[config.mk]
export PLATFORM = sky130hd
export DESIGN_NAME = port_phy_control_status_regs
export DESIGN_NICKNAME = d
export VERILOG_FILES = /design/src/hdl/ppcs_pkg.sv /design/src/hdl/port_phy_control_status_regs.sv
export VERILOG_INCLUDE_DIRS = /design/src /design/src/hdl
export SDC_FILE = /design/constraint.sdc
export NUM_CORES = 1
export LEC_CHECK = 0
export ABC_AREA = 1
export ABC_CLOCK_PERIOD_IN_PS = 3100
export CORE_UTILIZATION = 45
export CTS_CLUSTER_SIZE = 14
export DETAILED_ROUTE_END_ITERATION = 7
export DONT_BUFFER_PORTS = 1
export PLACE_DENSITY = 0.57
export SLEW_MARGIN = 10
export SYNTH_ARGS = -nofsm -noshare
export SYNTH_HDL_FRONTEND = slang
export SYNTH_SLANG_ARGS = --single-unit
[constraint.sdc]
create_clock -name sys_clk -period 3.1 [get_ports sys_clk]
set_input_delay 0.155 -clock sys_clk [delete_from_list [all_inputs] [get_ports sys_clk]]
set_output_delay 0.155 -clock sys_clk [all_outputs]
set_load 0.03 [all_outputs]
[src/hdl/ppcs_defs.svh]
`ifndef PPCS_DEFS_SVH
`define PPCS_DEFS_SVH

// Byte addresses of the two registers
`define PPCS_CTRL_ADDR      12'h000
`define PPCS_STAT_ADDR      12'h004

// Control register field positions
`define PPCS_C_LEDOFF       15
`define PPCS_C_TXDIS        14
`define PPCS_C_ANRST        13
`define PPCS_C_PWRDN        12
`define PPCS_C_XDIS         11
`define PPCS_C_XFORCE       10
`define PPCS_C_ANEN         7
`define PPCS_C_SPEED        6
`define PPCS_C_DUPLEX       5
`define PPCS_C_PAUSE        4
`define PPCS_C_ADV_LO       0
`define PPCS_C_ADV_HI       4

// Status register field positions
`define PPCS_S_XALG         15
`define PPCS_S_POLREV       13
`define PPCS_S_RXFC         12
`define PPCS_S_TXFC         11
`define PPCS_S_SPEED        10
`define PPCS_S_DUPLEX       9
`define PPCS_S_MDIX         7
`define PPCS_S_ANDONE       6
`define PPCS_S_LINK         5

// Reset values and control register write mask
`define PPCS_CTRL_RST       16'h009f
`define PPCS_XALG_RST       1'h1
`define PPCS_CTRL_WMASK     16'hfcff

`endif

[src/hdl/ppcs_pkg.sv]
`default_nettype none
package ppcs_pkg;
   // Bus access decode result
   typedef enum logic [1:0]
   {
      PPCS_NONE = 2'h0,
      PPCS_CTRL = 2'h1,
      PPCS_STAT = 2'h3
   } ppcs_sel_type;
endpackage
`default_nettype wire

[src/hdl/port_phy_control_status_regs.sv]
`timescale 1ns/1ps
`default_nettype none
`include "ppcs_defs.svh"

module port_phy_control_status_regs
(
   input  wire logic        sys_clk,
   input  wire logic        sys_rst,
   input  wire logic        hsel,
   input  wire logic [11:0] haddr,
   input  wire logic [1:0]  htrans,
   input  wire logic        hwrite,
   input  wire logic [2:0]  hsize,
   input  wire logic [31:0] hwdata,
   input  wire logic        hready,
   output logic      [31:0] hrdata,
   output logic             hreadyout,
   output logic             hresp,
   input  wire logic        phyPolarityRev,
   input  wire logic        phyRxFlowActive,
   input  wire logic        phyTxFlowActive,
   input  wire logic        phyLinkSpeed100,
   input  wire logic        phyLinkFull,
   input  wire logic        phyMdiStatus,
   input  wire logic        phyAnDone,
   input  wire logic        phyLinkGood,
   input  wire logic        phyAnFailed,
   input  wire logic [4:0]  phyPartnerAbility,
   input  wire logic        phyLedIn0,
   input  wire logic        phyLedIn1,
   input  wire logic        phyLedIn2,
   input  wire logic        phyLedIn3,
   output logic             port_led_out0,
   output logic             port_led_out1,
   output logic             port_led_out2,
   output logic             port_led_out3,
   output logic             phyTxDisable,
   output logic             phyAnRestart,
   output logic             phyPowerDown,
   output logic             phyAutoXoverOff,
   output logic             phyForceXover,
   output logic             phyAnEnable,
   output logic             phyUse100,
   output logic             phyUseFull,
   output logic      [4:0]  phyAdvertise,
   output logic             crossover_algorithm_select
);

   logic [15:0]             ctrl_reg;
   logic                    xalg_reg;
   logic                    anRestart_reg;
   ppcs_pkg::ppcs_sel_type  sel_reg;
   logic                    wr_reg;
   logic [15:0]             status;
   logic                    addrPhase;

   // Address decoding to a register select
   function automatic ppcs_pkg::ppcs_sel_type decode(input logic [11:0] a);
      if (a == `PPCS_CTRL_ADDR)
         decode = ppcs_pkg::PPCS_CTRL;
      else if (a == `PPCS_STAT_ADDR)
         decode = ppcs_pkg::PPCS_STAT;
      else
         decode = ppcs_pkg::PPCS_NONE;
   endfunction

   assign addrPhase = hsel & hready & htrans[1];

   // Zero wait state slave, always OKAY
   assign hreadyout = 1'h1;
   assign hresp     = 1'h0;

   // Capture the address phase for the following data phase
   always_ff @(posedge sys_clk or posedge sys_rst)
   begin
      if (sys_rst)
      begin
         sel_reg <= ppcs_pkg::PPCS_NONE;
         wr_reg  <= 1'h0;
      end
      else
      begin
         sel_reg <= addrPhase ? decode(haddr) : ppcs_pkg::PPCS_NONE;
         wr_reg  <= addrPhase & hwrite;
      end
   end

   // Control register, reserved bits 9:8 stay zero
   always_ff @(posedge sys_clk or posedge sys_rst)
   begin
      if (sys_rst)
         ctrl_reg <= `PPCS_CTRL_RST;
      else if (wr_reg && sel_reg == ppcs_pkg::PPCS_CTRL)
      begin
         ctrl_reg <= hwdata[15:0] & `PPCS_CTRL_WMASK;
         ctrl_reg[`PPCS_C_ANRST] <= 1'h0;
      end
   end

   // Restart is a one-cycle pulse per written one
   always_ff @(posedge sys_clk or posedge sys_rst)
   begin
      if (sys_rst)
         anRestart_reg <= 1'h0;
      else
         anRestart_reg <= wr_reg && sel_reg == ppcs_pkg::PPCS_CTRL
                          && hwdata[`PPCS_C_ANRST];
   end

   // Writable crossover algorithm bit of the status register
   always_ff @(posedge sys_clk or posedge sys_rst)
   begin
      if (sys_rst)
         xalg_reg <= `PPCS_XALG_RST;
      else if (wr_reg && sel_reg == ppcs_pkg::PPCS_STAT)
         xalg_reg <= hwdata[`PPCS_S_XALG];
   end

   // Live status image; other bits ignore writes
   always_comb
   begin
      status = 16'h0000;
      status[`PPCS_S_XALG]   = xalg_reg;
      status[`PPCS_S_POLREV] = phyPolarityRev;
      status[`PPCS_S_RXFC]   = phyRxFlowActive;
      status[`PPCS_S_TXFC]   = phyTxFlowActive;
      status[`PPCS_S_SPEED]  = phyLinkSpeed100;
      status[`PPCS_S_DUPLEX] = phyLinkFull;
      status[`PPCS_S_MDIX]   = phyMdiStatus;
      status[`PPCS_S_ANDONE] = phyAnDone;
      status[`PPCS_S_LINK]   = phyLinkGood;
      status[4:0]            = phyPartnerAbility;
   end

   // Read data mux in the data phase
   always_comb
   begin
      if (sel_reg == ppcs_pkg::PPCS_CTRL)
         hrdata = {16'h0000, ctrl_reg};
      else if (sel_reg == ppcs_pkg::PPCS_STAT)
         hrdata = {16'h0000, status};
      else
         hrdata = 32'h00000000;
   end

   // LEDs high (off) when blanked
   assign port_led_out0 = ctrl_reg[`PPCS_C_LEDOFF] | phyLedIn0;
   assign port_led_out1 = ctrl_reg[`PPCS_C_LEDOFF] | phyLedIn1;
   assign port_led_out2 = ctrl_reg[`PPCS_C_LEDOFF] | phyLedIn2;
   assign port_led_out3 = ctrl_reg[`PPCS_C_LEDOFF] | phyLedIn3;

   // PHY controls
   assign phyTxDisable    = ctrl_reg[`PPCS_C_TXDIS];
   assign phyAnRestart    = anRestart_reg;
   assign phyPowerDown    = ctrl_reg[`PPCS_C_PWRDN];
   assign phyAutoXoverOff = ctrl_reg[`PPCS_C_XDIS];
   assign phyForceXover   = ctrl_reg[`PPCS_C_XFORCE];
   assign phyAnEnable     = ctrl_reg[`PPCS_C_ANEN];
   assign crossover_algorithm_select = xalg_reg;

   // Forced speed when negotiation is off; forced duplex when off or failed
   assign phyUse100  = ctrl_reg[`PPCS_C_ANEN] ? phyLinkSpeed100
                       : ctrl_reg[`PPCS_C_SPEED];
   assign phyUseFull = (ctrl_reg[`PPCS_C_ANEN] && !phyAnFailed)
                       ? phyLinkFull : ctrl_reg[`PPCS_C_DUPLEX];

   // Advertisement: pause, 100F, 100H, 10F, 10H
   genvar i;
   generate
      for (i = `PPCS_C_ADV_LO; i <= `PPCS_C_ADV_HI; i++)
      begin : gAdv
         assign phyAdvertise[i] = ctrl_reg[i];
      end
   endgenerate

endmodule
`default_nettype wire

==> results.json <==
{
  "hold_viol_final": 0,
  "power_uw": 470.1,
  "firstDrtPassIters": 4,
  "worst_slew_pin_slew_ns": 0.9577,
  "vias": 887,
  "cts_buffers": 3,
  "area_delta_synth_final_pct": 4.352,
  "clk_pin_slew_worst_paths_ns": 0.11,
  "place_congestion": 0.6673,
  "layout-drive-gt1-share": 0.2115,
  "core_um2": 2500,
  "fin_nets": 229,
  "avgSynthCellArea_um2": 8.103,
  "critPathMaxFanout": 11,
  "place_hpwl_um": 1704,
  "synth_most_common_cell": "buf_4",
  "start_util": 0.4830,
  "antenna_found_initial": 0,
  "timing.final.crit_share": 0.5882,
  "critical_path.top_delay_family": "compound AO/OA/AOI/OAI gates",
  "io-pin-count": 124,
  "layout_setup_ws_ns": 1.277,
  "crit_chain": "nor2_4 > inv_2 > o21ai_1",
  "path_class": "reg2out",
  "rrSetupSlack_ns": 1.76,
  "grt_pass1_vias": 797,
  "synthCells": 149,
  "hold_path.class": "in2reg",
  "relSlewSlack": 0.3548,
  "wl_per_cell_um": 12.28,
  "synth_area_leaders": "dfrtp_1, dfstp_2, buf_4, nand2_1, a21oi_2",
  "cts_buffer_depth": 2,
  "drcViolationCount": 0,
  "yosysSeqAreaShare": 0.3803,
  "peakVddDrop_v": 0.0002366,
  "p_per_area_nw_per_um2": 373.1,
  "synth_area_um2": 1207,
  "crit_required_ns": 2.94,
  "post-place-ws_ns": 1.579,
  "die-height_um": 53.80,
  "yosys-top-cells-count": "buf_4, nand2_1, inv_1",
  "htreeDepth": 1,
  "synth_top_area_frac": 0.2280,
  "yosysWarnings": 0,
  "async_reset_ff_frac": 1.000,
  "rsz0062_at_grt": "no",
  "overflow": 0,
  "tritoncts": "built",
  "root_buffer": "clkbuf_4",
  "cap_violations": 0,
  "totalWireLength_um": 2285,
  "dieArea_um2": 2894,
  "drtIter0Drc": 11,
  "synth_edf_count": 0,
  "synth_cell_type_count": 24,
  "drv_slew": 0,
  "grt_use_total": 0.1594,
  "grt_start_max_net_pins": 24,
  "worst_path_largest_cell_delay_ns": 0.51,
  "fin_setup_tns_ns": 0,
  "clock_latency_ns": 0.29,
  "num_rows": 18,
  "fmax_mhz": 548.4,
  "cts_setup_buffers": 0,
  "cts_resized": 0,
  "postCtsHoldBufs": 14,
  "synth_seq_cells": 18,
  "die_width_um": 53.80,
  "largest_reg_flops": 13,
  "grt_pass1_wl_um": 3229,
  "finalCriticalPeriod_ns": 1.823,
  "yosys.area.top_type": "dfrtp_1",
  "slowest_stage": "o21ai_1",
  "setup_viol": 0,
  "status": "finished, final reports clean",
  "fin_util": 0.5040,
  "startpoint_type": "flop",
  "ant_nets": 0,
  "io_buffer_count": 0,
  "critPathBufInv": 1,
  "p_leak_nw": 0.6209,
  "synth_flop_cell": "dfrtp_1",
  "critical_path_arrival_ns": 1.67,
  "n_antenna_cell": 0,
  "cp-end-kind": "primary output",
  "fin_skew_ns": 0.005434,
  "vias_per_cell": 4.769,
  "cts.sinks": 18
}
through the flow:
step / std cells / instance area [µm²] / hold slack [ns]
floorplan: 166 / 1271 / 0.08846
global placement: 168 / 1084 / 0.1903
detailed placement: 168 / 1084 / 0.1894
CTS: 186 / 1260 / 0.002910
global route: 186 / 1260 / 0.003079
finish: 186 / 1260 / 0.007179
power breakdown:
part,internal [mW],leakage [nW],switching (mW)
Clock,0.0715,0.0210,0.0739
Combinational,0.0184,0.398,0.0497
Sequential,0.243,0.202,0.0136
worst register-to-register path: cells and delay by family, from the launching register on:
family | cells | cell delay (ns)
and+or+nand+nor | 3 | 0.77
DFF | 1 | 0.42
AOI/OAI and AO/OA | 1 | 0.04
layer usage:
metal	wire, µm	track usage	up-vias
met3	191	0.02825	2
met1	852	0.1540	398
li1	-	-	432
met4	13	0.06579	0
met2	1227	0.3210	55
met5	0	0	-
cells in the final DEF, fill, tap and decap left out:
cell           synthesis  routed
o21ai_0                2       2
or2_2                  4       4
nor2_2                 5       5
a21oi_1                1       1
nand3_1                5       5
a31oi_1                1       1
and3_1                 1       1
nand2_4                1       1
a22o_1                 5       5
dlygate4sd3_1          0      14
inv_2                  2       2
dfrtp_1               11      11
nand2_1               23      23
nor2_1                14      14
dfstp_2                7       7
o21ai_1                7       7
a21oi_2                8       8
and2_1                 1       1
clkbuf_8               0       1
inv_1                 18      18
conb_1                 2      19
nand4_1                1       1
clkbuf_4               0       3
nor2_4                 1       1
o21ai_2                1       1
path summary, 6_finish.rpt:
path	startpoint	end	depth (start not counted)
setup / recovery	sel_reg[1]	hrdata[12]	3
hold / removal	hwdata[15]	crossover_algorithm_select	2
setup reg to reg	sel_reg[1]	ctrl_reg[6]	4
hold reg to reg	ctrl_reg[5]	ctrl_reg[5]	2
max in group asynchronous	sys_rst	ctrl_reg[6]	2
min in group asynchronous	sys_rst	wr_reg	2
cell families after synthesis:
logic type             count (synthesis)  share of synthesized area
and+or+nand+nor                       56                     0.2166
buffers and inverters                 48                     0.2487
AOI/OAI and AO/OA                     25                     0.1482
DFF                                   18                     0.3803
other                                  2                   0.006220
area by class of cell:
type / instances / area [µm²]
inverter: 20 / 75.07
fill: 258 / 1240
clock buffer: 4 / 36.28
multi-input combinational: 100 / 511.7
sequential: 18 / 459.2
timing repair buffer: 14 / 140.1
tap: 30 / 37.54
No activity file was read; power rests on OpenSTA's default activity.
